===== config.mk =====
export PLATFORM = sky130hd
export DESIGN_NAME = cable_eq_signal_detect_ctrl
export DESIGN_NICKNAME = d
export VERILOG_FILES = /design/src/logic/cable_eq_pkg.sv /design/src/logic/cd_filter_if.sv /design/src/logic/cd_filter.sv /design/src/logic/cable_eq_signal_detect_ctrl.sv
export SDC_FILE = /design/constraint.sdc
export NUM_CORES = 1
export LEC_CHECK = 0
export ABC_CLOCK_PERIOD_IN_PS = 4250
export BUFFER_PORTS_ARGS = -buffer_cell sky130_fd_sc_hd__buf_2
export CELL_PAD_IN_SITES_DETAIL_PLACEMENT = 0
export CELL_PAD_IN_SITES_GLOBAL_PLACEMENT = 2
export CORE_MARGIN = 8
export CORE_UTILIZATION = 29
export CTS_CLUSTER_DIAMETER = 120
export DETAILED_ROUTE_END_ITERATION = 8
export GPL_TIMING_DRIVEN = 0
export PLACE_DENSITY_LB_ADDON = 0.12
export SLEW_MARGIN = 20
export SYNTH_ARGS = -nofsm -noshare
export SYNTH_HDL_FRONTEND = slang
export SYNTH_SLANG_ARGS = --single-unit

===== constraint.sdc =====
create_clock -name clock_in -period 4.25 [get_ports clock_in]
set_input_delay 0.2125 -clock clock_in [delete_from_list [all_inputs] [get_ports clock_in]]
set_output_delay 0.2125 -clock clock_in [all_outputs]
set_load 0.005 [all_outputs]

===== src/logic/cable_eq_pkg.sv =====
// constants and types shared by the cable equalizer signal detect control
package cable_eq_pkg;
  // register offsets
  localparam logic [7:0] SLEEP_CONTROL_ADDR = 8'h03;
  localparam logic [7:0] PIN_TWO_FUNCTION_ADDR = 8'h12;
  localparam logic [7:0] PIN_TWO_OUTPUT_ENABLE_ADDR = 8'h13;
  localparam logic [7:0] OUTPUT_ON_LOSS_ADDR = 8'h14;
  localparam logic [7:0] CARRIER_DETECT_CONFIG_ADDR = 8'h15;
  localparam logic [7:0] SQUELCH_SETTINGS_ADDR = 8'h16;
  localparam logic [7:0] EQUALIZER_BYPASS_CONTROL_ADDR = 8'h17;
  localparam logic [7:0] LAUNCH_SWING_SETTING_ADDR = 8'h18;
  localparam logic [7:0] CD_WINDOW_SIZE_ADDR = 8'h20;
  localparam logic [7:0] CD_DROP_COUNT_ADDR = 8'h21;
  localparam logic [7:0] CD_RISE_COUNT_ADDR = 8'h22;
  localparam logic [7:0] CARRIER_CHANGE_COUNTERS_ADDR = 8'h84;
  localparam logic [7:0] LIVE_STATUS_A_ADDR = 8'h86;
  localparam logic [7:0] LIVE_STATUS_B_ADDR = 8'h87;
  localparam logic [7:0] CABLE_LENGTH_READING_ADDR = 8'h88;
  // field positions
  localparam int AUTO_SLEEP_BIT = 0;
  localparam int MANUAL_SLEEP_BIT = 1;
  localparam int SLEEP_DRIVER_DISABLE_BIT = 2;
  localparam int MUTE_ON_LOSS_BIT = 0;
  localparam int DISABLE_ON_LOSS_BIT = 1;
  localparam int SQUELCH_ENABLE_BIT = 0;
  localparam int EQ_AUTO_BYPASS_BIT = 0;
  localparam int EQ_FORCED_BYPASS_BIT = 1;
  localparam int PIN_OUTPUT_ENABLE_BIT = 0;
  localparam int THRESHOLD_LSB = 0;
  localparam int HYSTERESIS_LSB = 6;
  localparam int LOCK_BIT = 0;
  localparam int SQUELCH_STATUS_BIT = 1;
  localparam int PRIMARY_CD_BIT = 3;
  localparam int SECONDARY_CD_BIT = 4;
  // reset values
  localparam logic [7:0] SLEEP_CONTROL_RESET = 8'h01;
  localparam logic [7:0] PIN_TWO_FUNCTION_RESET = 8'h83;
  localparam logic [7:0] PIN_TWO_OUTPUT_ENABLE_RESET = 8'h00;
  localparam logic [7:0] OUTPUT_ON_LOSS_RESET = 8'h00;
  localparam logic [7:0] CARRIER_DETECT_CONFIG_RESET = 8'h00;
  localparam logic [7:0] SQUELCH_SETTINGS_RESET = 8'h60;
  localparam logic [7:0] EQUALIZER_BYPASS_CONTROL_RESET = 8'h01;
  localparam logic [7:0] LAUNCH_SWING_RESET = 8'h50;
  localparam logic [7:0] CD_WINDOW_SIZE_RESET = 8'h3b;
  localparam logic [7:0] CD_DROP_COUNT_RESET = 8'h01;
  localparam logic [7:0] CD_RISE_COUNT_RESET = 8'h44;
  // general pin function codes
  localparam logic [7:0] PIN_FUNCTION_SLEEP = 8'h83;
  localparam logic [7:0] PIN_FUNCTION_EQ_BYPASS = 8'h84;
  // timing
  localparam int CLOCK_PERIOD_NS = 10;
  localparam int CD_TICK_NS = 1600;
  localparam int CD_TICK_CYCLES = (CD_TICK_NS + CLOCK_PERIOD_NS - 1) / CLOCK_PERIOD_NS;
  localparam logic [7:0] CD_TICK_LAST = 8'(CD_TICK_CYCLES - 1);
  localparam logic [3:0] CHANGE_COUNT_MAX = 4'hf;
  typedef enum logic [1:0] {
    CD_ABSENT = 2'b01,
    CD_PRESENT = 2'b10
  } cd_state_type;
endpackage : cable_eq_pkg


===== src/logic/cd_filter_if.sv =====
// carrier detect filter settings and result between control and filter
`timescale 1ns/1ns
interface cd_filter_if;
  logic [7:0] sample_window;
  logic [7:0] rise_count;
  logic [7:0] drop_count;
  logic tick;
  logic raw_carrier;
  logic primary_carrier_detect;
  modport ctrl (
    output sample_window,
    output rise_count,
    output drop_count,
    output tick,
    output raw_carrier,
    input primary_carrier_detect
  );
  modport filter (
    input sample_window,
    input rise_count,
    input drop_count,
    input tick,
    input raw_carrier,
    output primary_carrier_detect
  );
endinterface : cd_filter_if


===== src/logic/cd_filter.sv =====
// primary carrier detect filter with sample window and assert/de-assert counts
`timescale 1ns/1ns
module cd_filter (
  input wire logic clock_in,
  input wire logic rst_n_in,
  cd_filter_if.filter cd
);
  cable_eq_pkg::cd_state_type state;
  cable_eq_pkg::cd_state_type next_state;
  logic [7:0] tick_count;
  logic [7:0] next_tick_count;
  logic [7:0] window_count;
  logic [7:0] next_window_count;
  logic [8:0] window_len;
  logic [7:0] target;
  logic present;

  always_comb begin
    next_state = state;
    next_tick_count = tick_count;
    next_window_count = window_count;
    present = (state == cable_eq_pkg::CD_PRESENT);
    window_len = {1'b0, cd.sample_window} + 9'h001;
    target = present ? cd.drop_count : cd.rise_count;
    if (target == 8'h00) begin
      target = 8'h01;
    end
    if (cd.tick) begin
      if (cd.raw_carrier == present) begin
        next_tick_count = 8'h00;
        next_window_count = 8'h00;
      end else if ({1'b0, tick_count} + 9'h001 >= window_len) begin
        // one whole window of opposite samples
        next_tick_count = 8'h00;
        if (window_count + 8'h01 >= target) begin
          next_window_count = 8'h00;
          case (state)
            cable_eq_pkg::CD_ABSENT: next_state = cable_eq_pkg::CD_PRESENT;
            cable_eq_pkg::CD_PRESENT: next_state = cable_eq_pkg::CD_ABSENT;
            default: next_state = cable_eq_pkg::CD_ABSENT;
          endcase
        end else begin
          next_window_count = window_count + 8'h01;
        end
      end else begin
        next_tick_count = tick_count + 8'h01;
      end
    end
  end

  always_ff @(posedge clock_in or negedge rst_n_in) begin
    if (!rst_n_in) begin
      state <= cable_eq_pkg::CD_ABSENT;
      tick_count <= 8'h00;
      window_count <= 8'h00;
    end else begin
      state <= next_state;
      tick_count <= next_tick_count;
      window_count <= next_window_count;
    end
  end

  assign cd.primary_carrier_detect = (state == cable_eq_pkg::CD_PRESENT);
endmodule : cd_filter


===== src/logic/cable_eq_signal_detect_ctrl.sv =====
// sleep, bypass, carrier detect, squelch and loss control for a cable equalizer
`timescale 1ns/1ns
module cable_eq_signal_detect_ctrl (
  input wire logic clock_in,
  input wire logic arst_n_in,
  input wire logic [7:0] reg_addr_in,
  input wire logic [7:0] reg_wdata_in,
  input wire logic reg_write_in,
  output logic [7:0] reg_rdata_out,
  input wire logic raw_carrier_in,
  input wire logic low_rate_in,
  input wire logic [7:0] cable_length_in,
  input wire logic cdr_lock_in,
  input wire logic [2:0] detected_rate_in,
  input wire logic general_pin_two_in,
  output logic general_pin_two_out,
  output logic general_pin_two_oe_out,
  output logic sleep_out,
  output logic driver_mute_out,
  output logic driver_disable_out,
  output logic pattern_gen_disable_out,
  output logic eq_bypass_out,
  output logic cdr_bypass_out,
  output logic [7:0] launch_swing_comp_out,
  output logic signal_loss_out,
  output logic lock_out
);
  logic rst_sync_first;
  logic rst_n;
  logic [7:0] sleep_control;
  logic [7:0] next_sleep_control;
  logic [7:0] pin_two_function;
  logic [7:0] next_pin_two_function;
  logic [7:0] pin_two_output_enable;
  logic [7:0] next_pin_two_output_enable;
  logic [7:0] output_on_loss;
  logic [7:0] next_output_on_loss;
  logic [7:0] carrier_detect_config;
  logic [7:0] next_carrier_detect_config;
  logic [7:0] squelch_settings;
  logic [7:0] next_squelch_settings;
  logic [7:0] equalizer_bypass_control;
  logic [7:0] next_equalizer_bypass_control;
  logic [7:0] launch_swing_setting;
  logic [7:0] next_launch_swing_setting;
  logic [7:0] cd_window_size;
  logic [7:0] next_cd_window_size;
  logic [7:0] cd_drop_count_reg;
  logic [7:0] next_cd_drop_count_reg;
  logic [7:0] cd_rise_count_reg;
  logic [7:0] next_cd_rise_count_reg;
  logic [7:0] tick_count;
  logic [7:0] next_tick_count;
  logic tick;
  logic next_tick;
  logic squelch_status;
  logic next_squelch_status;
  logic primary_prev;
  logic secondary_prev;
  logic [3:0] primary_cd_change_count;
  logic [3:0] next_primary_cd_change_count;
  logic [3:0] secondary_cd_change_count;
  logic [3:0] next_secondary_cd_change_count;
  logic primary_carrier_detect;
  logic secondary_carrier_detect;
  logic eq_bypass_status;
  logic pin_two_is_input;
  logic pin_sleep;
  logic pin_bypass;
  logic signal_loss;
  logic asleep;
  logic [8:0] squelch_high;
  logic [8:0] squelch_low;
  logic [7:0] next_rdata;
  logic next_mute;
  logic next_disable;
  logic next_lock;
  logic squelch_enable;
  logic [5:0] squelch_threshold;
  logic [1:0] squelch_hysteresis;
  logic eq_auto_bypass_enable;
  logic eq_forced_bypass;
  logic pin_output_enable;
  logic [7:0] cable_length_estimate;
  logic squelch_above;
  logic squelch_below;
  cd_filter_if cd ();

  // reset release through two flip-flops
  always_ff @(posedge clock_in or negedge arst_n_in) begin
    if (!arst_n_in) begin
      rst_sync_first <= 1'b0;
      rst_n <= 1'b0;
    end else begin
      rst_sync_first <= 1'b1;
      rst_n <= rst_sync_first;
    end
  end

  assign cd.sample_window = cd_window_size;
  assign cd.rise_count = cd_rise_count_reg;
  assign cd.drop_count = cd_drop_count_reg;
  assign cd.tick = tick;
  assign cd.raw_carrier = raw_carrier_in;
  assign primary_carrier_detect = cd.primary_carrier_detect;

  cd_filter u_cd_filter (
    .clock_in(clock_in),
    .rst_n_in(rst_n),
    .cd(cd.filter)
  );

  // registers, tick, squelch and counters
  always_comb begin
    next_sleep_control = sleep_control;
    next_pin_two_function = pin_two_function;
    next_pin_two_output_enable = pin_two_output_enable;
    next_output_on_loss = output_on_loss;
    next_carrier_detect_config = carrier_detect_config;
    next_squelch_settings = squelch_settings;
    next_equalizer_bypass_control = equalizer_bypass_control;
    next_launch_swing_setting = launch_swing_setting;
    next_cd_window_size = cd_window_size;
    next_cd_drop_count_reg = cd_drop_count_reg;
    next_cd_rise_count_reg = cd_rise_count_reg;
    if (reg_write_in) begin
      case (reg_addr_in)
        cable_eq_pkg::SLEEP_CONTROL_ADDR: next_sleep_control = reg_wdata_in;
        cable_eq_pkg::PIN_TWO_FUNCTION_ADDR: next_pin_two_function = reg_wdata_in;
        cable_eq_pkg::PIN_TWO_OUTPUT_ENABLE_ADDR: next_pin_two_output_enable = reg_wdata_in;
        cable_eq_pkg::OUTPUT_ON_LOSS_ADDR: next_output_on_loss = reg_wdata_in;
        cable_eq_pkg::CARRIER_DETECT_CONFIG_ADDR: next_carrier_detect_config = reg_wdata_in;
        cable_eq_pkg::SQUELCH_SETTINGS_ADDR: next_squelch_settings = reg_wdata_in;
        cable_eq_pkg::EQUALIZER_BYPASS_CONTROL_ADDR: begin
          next_equalizer_bypass_control = reg_wdata_in;
        end
        cable_eq_pkg::LAUNCH_SWING_SETTING_ADDR: next_launch_swing_setting = reg_wdata_in;
        cable_eq_pkg::CD_WINDOW_SIZE_ADDR: next_cd_window_size = reg_wdata_in;
        cable_eq_pkg::CD_DROP_COUNT_ADDR: next_cd_drop_count_reg = reg_wdata_in;
        cable_eq_pkg::CD_RISE_COUNT_ADDR: next_cd_rise_count_reg = reg_wdata_in;
        default: next_sleep_control = sleep_control;
      endcase
    end

    // field views of the settings registers
    squelch_enable = carrier_detect_config[cable_eq_pkg::SQUELCH_ENABLE_BIT];
    squelch_threshold = squelch_settings[cable_eq_pkg::THRESHOLD_LSB +: 6];
    squelch_hysteresis = squelch_settings[cable_eq_pkg::HYSTERESIS_LSB +: 2];
    eq_auto_bypass_enable = equalizer_bypass_control[cable_eq_pkg::EQ_AUTO_BYPASS_BIT];
    eq_forced_bypass = equalizer_bypass_control[cable_eq_pkg::EQ_FORCED_BYPASS_BIT];
    pin_output_enable = pin_two_output_enable[cable_eq_pkg::PIN_OUTPUT_ENABLE_BIT];
    cable_length_estimate = cable_length_in;

    // 1.6us pacing tick
    next_tick = (tick_count == cable_eq_pkg::CD_TICK_LAST);
    next_tick_count = next_tick ? 8'h00 : tick_count + 8'h01;

    // pin two as input with a selected function
    pin_two_is_input = (pin_output_enable == 1'b0);
    pin_sleep = pin_two_is_input && general_pin_two_in
      && (pin_two_function == cable_eq_pkg::PIN_FUNCTION_SLEEP);
    pin_bypass = pin_two_is_input && general_pin_two_in
      && (pin_two_function == cable_eq_pkg::PIN_FUNCTION_EQ_BYPASS);

    // bypass decision
    if (eq_auto_bypass_enable) begin
      eq_bypass_status = low_rate_in || pin_bypass;
    end else begin
      eq_bypass_status = eq_forced_bypass || pin_bypass;
    end

    // squelch with hysteresis on the cable length estimate
    squelch_high = {3'h0, squelch_threshold} + {7'h00, squelch_hysteresis};
    squelch_low = {3'h0, squelch_threshold} - {7'h00, squelch_hysteresis};
    squelch_above = ({1'b0, cable_length_estimate} > squelch_high);
    // lower bound skipped when hysteresis exceeds threshold
    squelch_below = (squelch_threshold >= {4'h0, squelch_hysteresis})
      && ({1'b0, cable_length_estimate} < squelch_low);
    next_squelch_status = squelch_status;
    if (!squelch_enable) begin
      next_squelch_status = 1'b0;
    end else if (squelch_above) begin
      next_squelch_status = 1'b1;
    end else if (squelch_below) begin
      next_squelch_status = 1'b0;
    end
    if (eq_bypass_status) begin
      next_squelch_status = 1'b0;
    end

    // no lock is reported while squelched
    next_lock = cdr_lock_in && !squelch_status;

    secondary_carrier_detect = ~(squelch_status & primary_carrier_detect);
    signal_loss = ~secondary_carrier_detect || ~primary_carrier_detect;

    // sleep decision
    if (sleep_control[cable_eq_pkg::AUTO_SLEEP_BIT]) begin
      asleep = signal_loss || pin_sleep;
    end else begin
      asleep = sleep_control[cable_eq_pkg::MANUAL_SLEEP_BIT] || pin_sleep;
    end

    // driver state while asleep or on loss
    next_mute = (asleep && !sleep_control[cable_eq_pkg::SLEEP_DRIVER_DISABLE_BIT])
      || (!secondary_carrier_detect && output_on_loss[cable_eq_pkg::MUTE_ON_LOSS_BIT]);
    next_disable = (asleep && sleep_control[cable_eq_pkg::SLEEP_DRIVER_DISABLE_BIT])
      || (!secondary_carrier_detect && output_on_loss[cable_eq_pkg::DISABLE_ON_LOSS_BIT]);

    // change counters saturate and hold
    next_primary_cd_change_count = primary_cd_change_count;
    if ((primary_carrier_detect != primary_prev)
        && (primary_cd_change_count != cable_eq_pkg::CHANGE_COUNT_MAX)) begin
      next_primary_cd_change_count = primary_cd_change_count + 4'h1;
    end
    next_secondary_cd_change_count = secondary_cd_change_count;
    if ((secondary_carrier_detect != secondary_prev)
        && (secondary_cd_change_count != cable_eq_pkg::CHANGE_COUNT_MAX)) begin
      next_secondary_cd_change_count = secondary_cd_change_count + 4'h1;
    end

    // read data
    case (reg_addr_in)
      cable_eq_pkg::SLEEP_CONTROL_ADDR: next_rdata = sleep_control;
      cable_eq_pkg::PIN_TWO_FUNCTION_ADDR: next_rdata = pin_two_function;
      cable_eq_pkg::PIN_TWO_OUTPUT_ENABLE_ADDR: next_rdata = pin_two_output_enable;
      cable_eq_pkg::OUTPUT_ON_LOSS_ADDR: next_rdata = output_on_loss;
      cable_eq_pkg::CARRIER_DETECT_CONFIG_ADDR: next_rdata = carrier_detect_config;
      cable_eq_pkg::SQUELCH_SETTINGS_ADDR: next_rdata = squelch_settings;
      cable_eq_pkg::EQUALIZER_BYPASS_CONTROL_ADDR: next_rdata = equalizer_bypass_control;
      cable_eq_pkg::LAUNCH_SWING_SETTING_ADDR: next_rdata = launch_swing_setting;
      cable_eq_pkg::CD_WINDOW_SIZE_ADDR: next_rdata = cd_window_size;
      cable_eq_pkg::CD_DROP_COUNT_ADDR: next_rdata = cd_drop_count_reg;
      cable_eq_pkg::CD_RISE_COUNT_ADDR: next_rdata = cd_rise_count_reg;
      cable_eq_pkg::CARRIER_CHANGE_COUNTERS_ADDR: begin
        next_rdata = {secondary_cd_change_count, primary_cd_change_count};
      end
      cable_eq_pkg::LIVE_STATUS_A_ADDR: begin
        next_rdata = 8'h00;
        next_rdata[cable_eq_pkg::LOCK_BIT] = next_lock;
        next_rdata[cable_eq_pkg::SQUELCH_STATUS_BIT] = squelch_status;
      end
      cable_eq_pkg::LIVE_STATUS_B_ADDR: begin
        next_rdata = {5'b0_0000, detected_rate_in};
        next_rdata[cable_eq_pkg::PRIMARY_CD_BIT] = primary_carrier_detect;
        next_rdata[cable_eq_pkg::SECONDARY_CD_BIT] = secondary_carrier_detect;
      end
      cable_eq_pkg::CABLE_LENGTH_READING_ADDR: next_rdata = cable_length_estimate;
      default: next_rdata = 8'h00;
    endcase
  end

  always_ff @(posedge clock_in or negedge rst_n) begin
    if (!rst_n) begin
      sleep_control <= cable_eq_pkg::SLEEP_CONTROL_RESET;
      pin_two_function <= cable_eq_pkg::PIN_TWO_FUNCTION_RESET;
      pin_two_output_enable <= cable_eq_pkg::PIN_TWO_OUTPUT_ENABLE_RESET;
      output_on_loss <= cable_eq_pkg::OUTPUT_ON_LOSS_RESET;
      carrier_detect_config <= cable_eq_pkg::CARRIER_DETECT_CONFIG_RESET;
      squelch_settings <= cable_eq_pkg::SQUELCH_SETTINGS_RESET;
      equalizer_bypass_control <= cable_eq_pkg::EQUALIZER_BYPASS_CONTROL_RESET;
      launch_swing_setting <= cable_eq_pkg::LAUNCH_SWING_RESET;
      cd_window_size <= cable_eq_pkg::CD_WINDOW_SIZE_RESET;
      cd_drop_count_reg <= cable_eq_pkg::CD_DROP_COUNT_RESET;
      cd_rise_count_reg <= cable_eq_pkg::CD_RISE_COUNT_RESET;
      tick_count <= 8'h00;
      tick <= 1'b0;
      squelch_status <= 1'b0;
      primary_prev <= 1'b0;
      secondary_prev <= 1'b1;
      primary_cd_change_count <= 4'h0;
      secondary_cd_change_count <= 4'h0;
      reg_rdata_out <= 8'h00;
      general_pin_two_out <= 1'b0;
      general_pin_two_oe_out <= 1'b0;
      sleep_out <= 1'b0;
      driver_mute_out <= 1'b0;
      driver_disable_out <= 1'b0;
      pattern_gen_disable_out <= 1'b0;
      eq_bypass_out <= 1'b0;
      cdr_bypass_out <= 1'b0;
      launch_swing_comp_out <= cable_eq_pkg::LAUNCH_SWING_RESET;
      signal_loss_out <= 1'b0;
      lock_out <= 1'b0;
    end else begin
      sleep_control <= next_sleep_control;
      pin_two_function <= next_pin_two_function;
      pin_two_output_enable <= next_pin_two_output_enable;
      output_on_loss <= next_output_on_loss;
      carrier_detect_config <= next_carrier_detect_config;
      squelch_settings <= next_squelch_settings;
      equalizer_bypass_control <= next_equalizer_bypass_control;
      launch_swing_setting <= next_launch_swing_setting;
      cd_window_size <= next_cd_window_size;
      cd_drop_count_reg <= next_cd_drop_count_reg;
      cd_rise_count_reg <= next_cd_rise_count_reg;
      tick_count <= next_tick_count;
      tick <= next_tick;
      squelch_status <= next_squelch_status;
      primary_prev <= primary_carrier_detect;
      secondary_prev <= secondary_carrier_detect;
      primary_cd_change_count <= next_primary_cd_change_count;
      secondary_cd_change_count <= next_secondary_cd_change_count;
      reg_rdata_out <= next_rdata;
      general_pin_two_out <= signal_loss;
      general_pin_two_oe_out <= pin_output_enable;
      sleep_out <= asleep;
      driver_mute_out <= next_mute;
      driver_disable_out <= next_disable;
      pattern_gen_disable_out <= asleep;
      eq_bypass_out <= eq_bypass_status;
      cdr_bypass_out <= eq_bypass_status;
      launch_swing_comp_out <= launch_swing_setting;
      signal_loss_out <= signal_loss;
      lock_out <= next_lock;
    end
  end
endmodule : cable_eq_signal_detect_ctrl


== Word level (Yosys, flattened, before mapping) ==
Cells that the tools add are included.
Operators by class
  reductions and logical operators: 35
  eq/ne operators: 26
  mux-type cells: 16
  bitwise operators: 5
  $add $sub $neg: 9
  order comparisons: 5
Operator list (number)
  $pmux 8 s15: 1
  $mux 8: 8
  $eq 8x5->1 const B: 7
  $eq 8x8->1 const B: 7
  $add 8x1->8 const B: 3
  $eq 8x6->1 const B: 3
  $reduce_and 2->1: 12
  $add 8x1->9 const B: 2
  $logic_and 1x1->1: 11
  $ge 9x9->1: 1
  $lt 8x9->1: 1
  $add 4x1->4 const B: 2
  $eq 8x2->1 const B: 1
  $ge 8x8->1: 1
  $gt 8x7->1: 1
  $logic_not 8->1: 1
  $ne 4x4->1 const B: 2
  $add 6x2->7: 1
  $logic_or 1x1->1: 7
  $sub 6x2->7: 1
  $ge 6x2->1: 1
  $mux 1: 6
  $ne 4x1->1 const B: 1
  $not 1->1: 4
  9 further kinds: 11
Storage, ports and cells
  word-level logic and storage cells: 128
  output and inout bits: 26
  input bits: 34
  register bits after elaboration: 151

== Logic depth before layout (Yosys ltp) ==
Gate-level depths: netlist of run 1.
  word-level depth: 8
  mapped depth: 12
  mapped depth without buffers: 12

== By module ==
A second synthesis of run 1 with hierarchy kept.
Second synthesis, totals
  cell total of the unflattened synthesis: 702
  area total of the unflattened synthesis: 8313.0 um2
By module, submodules not included
  cable_eq_signal_detect_ctrl: area an instance 6608.8 um2, sequential area each 3353.2 um2, instances 1, cells each 520
  cd_filter: area an instance 1704.1 um2, sequential area each 451.7 um2, instances 1, cells each 182

== Least setup slack after synthesis of run 1 ==
OpenSTA, ideal clock, no wires.
  path kind: register to register
  start point: register cd_window_size[0] (netlist: cd.sample_window[0])
  end point: register u_cd_filter.state[1]
  arrival: 2.622 ns
  buffers on the path: 0
  clock period less this slack: 2.746 ns
  cell stages (with the launch flop): 11
  required time: 4.126 ns
  slack: 1.504 ns
  setup time: 0.124 ns
  cell sequence: dfstp_2 > and3_1 > nand3_1 > or2_2 > xor2_1 > ha_1 > nand2_1 > o21ai_0 > inv_1 > a211o_1 > a211o_1
On the way
  longest elaborated chain between the ends: 3
Ends and longest elaborated chain
  start: declaration: RTL line cable_eq_signal_detect_ctrl.sv:46  | logic [7:0] cd_window_size;
  start signal: assignment: RTL line cable_eq_signal_detect_ctrl.sv:263  | cd_window_size <= cable_eq_pkg::CD_WINDOW_SIZE_RESET;
  start signal: assignment: RTL line cable_eq_signal_detect_ctrl.sv:294  | cd_window_size <= next_cd_window_size;
  $add 8x1->9: RTL line cd_filter.sv:23  | window_len = {1'b0, cd.sample_window} + 9'h001;
  $ge 9x9->1: RTL line cd_filter.sv:32  | end else if ({1'b0, tick_count} + 9'h001 >= window_len) begin
  $reduce_and 4->1 (no line)
  end signal: assignment: RTL line cd_filter.sv:53  | state <= cable_eq_pkg::CD_ABSENT;
  end signal: assignment: RTL line cd_filter.sv:57  | state <= next_state;
  end: declaration: RTL line cd_filter.sv:8  | cable_eq_pkg::cd_state_type state;
Every way passes these cells.
A chain may end at the register's enable or synchronous reset.

== Worst setup path in the final report of run 1 ==
  start point: register u_cd_filter.state[1]
  end point: register u_cd_filter.window_count[2]
On the way
  longest elaborated chain between the ends: 8
  elaborated cells between the ends (all ways): 11
  those cells by class: 1 x order compare; 2 x eq/ne; 5 x mux; 3 x reduce/logical
Ends and longest elaborated chain
  $eq 2x2->1 *
  via cd.primary_carrier_detect: RTL line cd_filter_if.sv:9  | logic primary_carrier_detect;
  $mux 8: RTL line cd_filter.sv:24  | target = present ? cd.drop_count : cd.rise_count;
  $logic_not 8->1: RTL line cd_filter.sv:25  | if (target == 8'h00) begin
  $mux 8: RTL line cd_filter.sv:25
  $ge 8x8->1: RTL line cd_filter.sv:35  | if (window_count + 8'h01 >= target) begin
  $mux 8: RTL line cd_filter.sv:35
  $mux 8: RTL line cd_filter.sv:32
  $mux 8: RTL line cd_filter.sv:29  | if (cd.raw_carrier == present) begin
  end signal: assignment: RTL line cd_filter.sv:59  | window_count <= next_window_count;
  end: declaration: RTL line cd_filter.sv:12  | logic [7:0] window_count;
Mark *: on every way through the listed nets, which the timed path passes. The rest lies on a longest branch. The select of a mux whose other input is x is not followed.

==> results of run 1 <==
==> layer usage <==
layer  track usage  wire length, µm  up-vias
met1         0.183            10700     2894
met3        0.0251              566       13
met2         0.271            12400       63
li1              -                -     2690
met5             0                0        -
met4        0.0397              265        0
==> critical path: cells and delay by family (launching register included) <==
family	cells	cell delay, ns
AND/OR/NAND/NOR	3	0.39
adder cells (fa/ha/maj)	1	0.25
multiplexers	1	0.36
buffers and inverters	2	0.60
flip-flops	1	0.46
AO/OA/AOI/OAI	5	1.42
==> flip-flops by register name (all words and copies together) (netlist names), 2 cells and up <==
signal,cells
u_cd_filter.tick_count,8
output_on_loss,8
equalizer_bypass_control,8
secondary_cd_change_count,4
reg_rdata_out,8
u_cd_filter.window_count,8
pin_two_output_enable,8
cd.drop_count,8
launch_swing_comp_out,8
squelch_settings,8
primary_cd_change_count,4
launch_swing_setting,8
u_cd_filter.state,2
tick_count,8
cd.rise_count,8
cd.sample_window,8
carrier_detect_config,8
pin_two_function,8
sleep_control,8
==> final timing paths <==
check / start / end / slack, ns
max: u_cd_filter.state[1] / u_cd_filter.window_count[2] / 0.66
min: reg_wdata_in[5] / equalizer_bypass_control[5] / 0.02
max reg2reg: u_cd_filter.state[1] / u_cd_filter.window_count[2] / 0.66
min reg2reg: rst_n / launch_swing_setting[3] / 0.36
max in group asynchronous: rst_n / u_cd_filter.state[0] / 3.12
min in group asynchronous: arst_n_in / rst_n / 0.07
==> final cells by class <==
class | instances | area (µm²)
fill | 2771 | 18000
multi-input combinational | 475 | 3980
sequential | 151 | 3810
tap | 378 | 473
clock buffer | 17 | 425
timing repair buffer | 62 | 360
clock inverter | 15 | 201
buffer | 38 | 178
inverter | 25 | 93.8
==> placed cells by master (no fill, tap or decap), drive strengths merged, types with 6 or more instances in the layout <==
master,synthesis,routed
nor2b,10,10
xor2,18,18
xnor2,21,21
a211oi,6,6
ha,40,40
clkinv,0,10
o2bb2ai,6,6
inv,25,30
dfrtp,130,130
a221oi,6,6
clkbuf,22,39
o21ai,22,22
dfstp,21,21
mux2,94,94
a21oi,14,14
nand2,43,43
a22oi,15,15
nand3,26,26
buf,16,77
nor2,23,23
and3,14,14
nand4,8,8
a32o,7,7
mux2i,23,23
==> stage by stage <==
step	setup slack (ns)	util	instance area (µm²)	instances
6_report	0.660	0.346	9520	1161
5_1_grt	0.245	0.346	9520	1161
4_1_cts	0.491	0.346	9520	1161
3_5_place_dp	0.510	0.322	8880	1128
3_3_place_gp	0.613	0.320	8820	1126
2_1_floorplan	1.50	-	8050	689
==> report_power, final <==
part | internal (mW) | switching, mW | leakage, nW
combinational | 0.185 | 0.225 | 2.15
sequential | 1.54 | 0.0967 | 1.96
clock | 0.808 | 0.760 | 0.302
total | 2.53 | 1.08 | 4.41
==> kinds of logic after synthesis <==
group | count (synthesis) | synth area share
AO/OA/AOI/OAI | 117 | 0.104
XOR/XNOR | 39 | 0.0424
adder cells (fa/ha/maj) | 42 | 0.0671
buffers and inverters | 63 | 0.0337
flip-flops | 151 | 0.473
multiplexers | 122 | 0.174
other | 1 | 0.000466
AND/OR/NAND/NOR | 154 | 0.106
==> impl_metrics.yaml, run 1 <==
clock_tree:
  clock_latency_ns: 0.44
  postCtsHoldBufs: 1
  cts_buffer_depth: 2
  cts.clk_slew.worst_paths_ns: 0.08
  htreeDepth: 4
  cts_inserted_buffers: 17
  clock-sinks: 151
  cts-root-buf: "clkbuf_16"
  post_cts_resized: 0
  cts_tree: "built"
  post_cts_buffers: 0
global_route:
  grt_pass1_vias: 6282
  overflow: 0
  grt_pass1_wl_um: 38400
  grt_max_degree: 54
  grt_use_total: 0.151
  antenna_found_initial: 0
logic_synthesis:
  synth-seq-cells: 151
  yosysWarnings: 0
  synth_common_cells: "dfrtp_1, mux2_2, nand2_1"
  synth_edf_count: 0
  synthTopCellsByArea: "dfrtp_1, mux2_2, dfstp_2"
  synth.most_common_cell: "dfrtp_1"
  yosysTopAreaCell: "dfrtp_1"
  synth_seq_area_share: 0.473
  ys.flop_type: "dfrtp_1"
  syn_nets: 765
  syn_area_um2: 8050
  async_flop_share: 1.00
  netlist.area_leader.share: 0.404
  syn_avg_cell_area_um2: 11.7
  syn_inst: 689
  synth_cell_types: 63
run_status:
  outcome: "finished, final reports clean"
die:
  core_um2: 27600
  fp.dieArea_um2: 33400
  chipWidth_um: 183
  num_io_pins: 60
  die_y_um: 183
  initial_core_util: 0.292
  rows: 61
placement:
  place.gp.congestion: 0.817
  io_buffer_count: 59
  dp_hpwl_um: 18200
worst_setup_path:
  setup.worst_path.start_class: "register"
  cp_cell_sequence: "nor2b_1 -> clkbuf_1 -> buf_2 -> mux2i_1 -> nand4_1 -> o21ai_0 -> ha_1 -> nor2b_1 -> o21ai_0 -> a21oi_1 -> o211ai_1 -> o221ai_1"
  crit_path_max_fanout: 10
  cp-end-kind: "register"
  critPathKind: "register to register"
  cp.required_ns: 4.58
  max_stage_delay_ns: 0.46
  r2r_cells: 12
  critical_path_arrival_ns: 3.92
  critPathSlowestCell: "dfrtp_1"
timing:
  finalClockSkew_ns: 0.0231
  worstMarginPinSlew_ns: 0.829
  whs_ns: 0.0215
  hold_violations: 0
  rsz0062_at_grt: "false"
  setup_viol: 0
  maxSlewViolCount: 0
  finalCriticalPeriod_ns: 3.59
  tns_ns: 0
  fin_crit_sh: 0.845
  max_freq_mhz: 279
  slew_headroom: 0.445
final_layout:
  area_growth_syn_to_layout_pct: 18.3
  nNetsFinal: 846
  antenna_cells: 0
  drive_gt1_frac: 0.305
power_and_ir_drop:
  ir_drop_v: 0.000242
  power_density_nw_per_um2: 379
  p_total_mw: 3.61
  p_leak_nw: 4.41
hold_path:
  hold_path.class: "input port to register"
  hold-path-cell-count: 2
routing:
  via_count: 5660
  detail_route.wl_per_cell_um: 20.6
  drc: 0
  dr.first_iter.drc_count: 302
  ant_nets: 0
  dr.pass1.iters: 4
  vias_per_cell: 4.88
  drt_wl_total_um: 23900
flow_run:
  cap_violations: 0
(Power assumes the default switching activity.)
==> run 2: changes to the inputs <==
--- a/config.mk
+++ b/config.mk
@@ -5,7 +5,7 @@
 export SDC_FILE = /design/constraint.sdc
 export NUM_CORES = 1
 export LEC_CHECK = 0
-export ABC_CLOCK_PERIOD_IN_PS = 4250
+export ABC_CLOCK_PERIOD_IN_PS = 3450
 export BUFFER_PORTS_ARGS = -buffer_cell sky130_fd_sc_hd__buf_2
 export CELL_PAD_IN_SITES_DETAIL_PLACEMENT = 0
 export CELL_PAD_IN_SITES_GLOBAL_PLACEMENT = 2
==> constraint.sdc (replaced) <==
create_clock -name clock_in -period 3.45 [get_ports clock_in]
set_input_delay 0.1725 -clock clock_in [delete_from_list [all_inputs] [get_ports clock_in]]
set_output_delay 0.1725 -clock clock_in [all_outputs]
set_load 0.005 [all_outputs]
==> run 2 against run 1 <==
- wire length about the same
- clock power increased by 24%
- design area increased by 1.1%
- via count increased by 0.32%
- critical path depth decreased by 2
- worst hold slack improved by 0.0045 ns
- die area unchanged
- count of clock-buffer cells in the layout unchanged
- setup slack got worse by 0.39 ns
- critical endpoint is now u_cd_filter.state[1]
- core utilization increased by 0.37 points
- critical path type unchanged
- register-to-register slack got worse by 0.39 ns
- largest power group unchanged
- first-iteration DRC count decreased by 8.9%
==> impl_metrics.yaml, run 2 (synthesized netlist as in run 1, its figures left out) <==
run_status:
  outcome: "finished, final reports clean"
timing:
  hold_violations: 0
  setup_viol: 0
  max_freq_mhz: 314
  maxSlewViolCount: 0
  setup_slack_ns: 0.267
  finalCriticalPeriod_ns: 3.18
  fin_crit_sh: 0.923
  worstMarginPinSlew_ns: 0.842
  finalClockSkew_ns: 0.0238
  slew_headroom: 0.437
  tns_ns: 0
  whs_ns: 0.0259
  rsz0062_at_grt: "false"
die:
  num_io_pins: 60
  chipWidth_um: 183
  initial_core_util: 0.292
  die_y_um: 183
  rows: 61
  core_um2: 27600
  fp.dieArea_um2: 33400
global_route:
  grt.met1_usage: 0.184
  grt_pass1_vias: 6332
  grt_pass1_wl_um: 38500
  grt_max_degree: 54
  use_met2: 0.272
  antenna_found_initial: 0
  busiest_layer: "met2"
  overflow: 0
  grt_use_total: 0.151
  grt_use_met3: 0.0245
final_layout:
  stdcell_area_um2: 9620
  final_common_cell: "dfrtp_1"
  antenna_cells: 0
  area_growth_syn_to_layout_pct: 19.5
  fillers: 2761
  final_cell_mix: "dfrtp_1, mux2_2, buf_2, nand2_1, ha_1"
  nNetsFinal: 855
  drive_gt1_frac: 0.307
routing:
  dr.first_iter.drc_count: 275
  drc: 0
  dr.pass1.iters: 4
  vias_per_cell: 4.85
  drt_wl_total_um: 23900
  via_count: 5678
  ant_nets: 0
  detail_route.wl_per_cell_um: 20.4
worst_setup_path:
  cp.required_ns: 3.77
  max_stage_delay_ns: 0.60
  cp-end-kind: "register"
  r2r_start: "cd.sample_window[4]"
  regToRegSetupSlack_ns: 0.27
  r2r_cells: 10
  cp_cell_sequence: "and3_1 -> nand3_1 -> or2_2 -> xor2_1 -> ha_1 -> nand2_1 -> o21ai_0 -> inv_1 -> a211o_1 -> a211o_1"
  critPathSlowestCell: "dfstp_2"
  r2r_end: "u_cd_filter.state[1]"
  critPathKind: "register to register"
  critical_path_arrival_ns: 3.50
  worst_path_most_repeated_cell: "a211o_1"
  crit_path_max_fanout: 6
  setup.worst_path.start_class: "register"
power_and_ir_drop:
  ir_drop_v: 0.000301
  power_density_nw_per_um2: 464
  p_total_mw: 4.46
  p_leak_nw: 4.45
placement:
  dp_slack_ns: -0.290
  io_buffer_count: 59
  place.gp.congestion: 0.817
  place_area_um2: 8880
  dp_hpwl_um: 18200
clock_tree:
  cts_buffer_depth: 2
  clock_latency_ns: 0.44
  cts_inserted_buffers: 17
  clock-sinks: 151
  cts.clk_slew.worst_paths_ns: 0.08
  cts_tree: "built"
  cts-root-buf: "clkbuf_16"
  htreeDepth: 4
flow_run:
  cap_violations: 0
hold_path:
  hold_path.class: "input port to async pin"
run 2: metrics by stage:
step / cells / util
after detailed placement: 1128 / 0.322
after floorplan: 689 / -
after global placement: 1126 / 0.320
after global routing: 1170 / 0.349
final: 1170 / 0.349
after CTS: 1170 / 0.349
run 2: where the power goes:
part / switching, mW / leakage, nW / internal (mW)
logic: 0.279 / 2.19 / 0.234
clock network: 0.942 / 0.302 / 0.995
registers: 0.120 / 1.96 / 1.89
total: 1.34 / 4.45 / 3.12
run 2: area by class of cell:
class / instances / area [µm²] / area share
multi-input cells: 475 / 3990 / 0.414
flip-flops and latches: 151 / 3810 / 0.396
well taps: 378 / 473 / 0.0491
repair buffers: 71 / 448 / 0.0465
clock buffers: 17 / 425 / 0.0442
clock inverters: 15 / 201 / 0.0209
plain buffers: 38 / 185 / 0.0192
inverters: 25 / 93.8 / 0.00975
run 2: critical path, delay by kind of cell (launching register included):
family	cells	cell delay [ns]
compound gates	3	1.21
xor+xnor	1	0.15
fa+ha+maj	1	0.29
buf+inv	1	0.18
flops	1	0.60
simple gates	4	0.63
run 2: worst max-delay path by stage:
| stage | startpoint | end | slack, ns | cells past startpoint |
|---|---|---|---|---|
| 6_report | cd.sample_window[4] | u_cd_filter.state[1] | 0.27 | 10 |
| 5_1_grt | cd.sample_window[4] | u_cd_filter.state[1] | 0.06 | 10 |
| 4_1_cts | u_cd_filter.state[1] | u_cd_filter.window_count[5] | 0.14 | 13 |
| 3_5_place_dp | u_cd_filter.state[1] | u_cd_filter.window_count[2] | -0.29 | 12 |
| 3_3_place_gp | u_cd_filter.state[1] | u_cd_filter.window_count[2] | -0.19 | 12 |
| 2_1_floorplan | cd.sample_window[0] | u_cd_filter.state[1] | 0.70 | 10 |
run 2: routing by layer:
layer | vias to the layer above | routed length (µm)
met5 | - | 0
met4 | 0 | 206
met3 | 12 | 598
met2 | 66 | 12500
met1 | 2891 | 10700
li1 | 2709 | -
run 2: timing repair:
| item | in CTS | in global routing |
|---|---|---|
| gates resized for setup | 2 | 4 |
| endpoints found under the setup margin | 9 | 8 |
| buffers inserted | 1 | 0 |
| pin swaps | 1 | 1 |
| hold buffers | 9 | 0 |
| hold endpoints to repair | 10 | 0 |
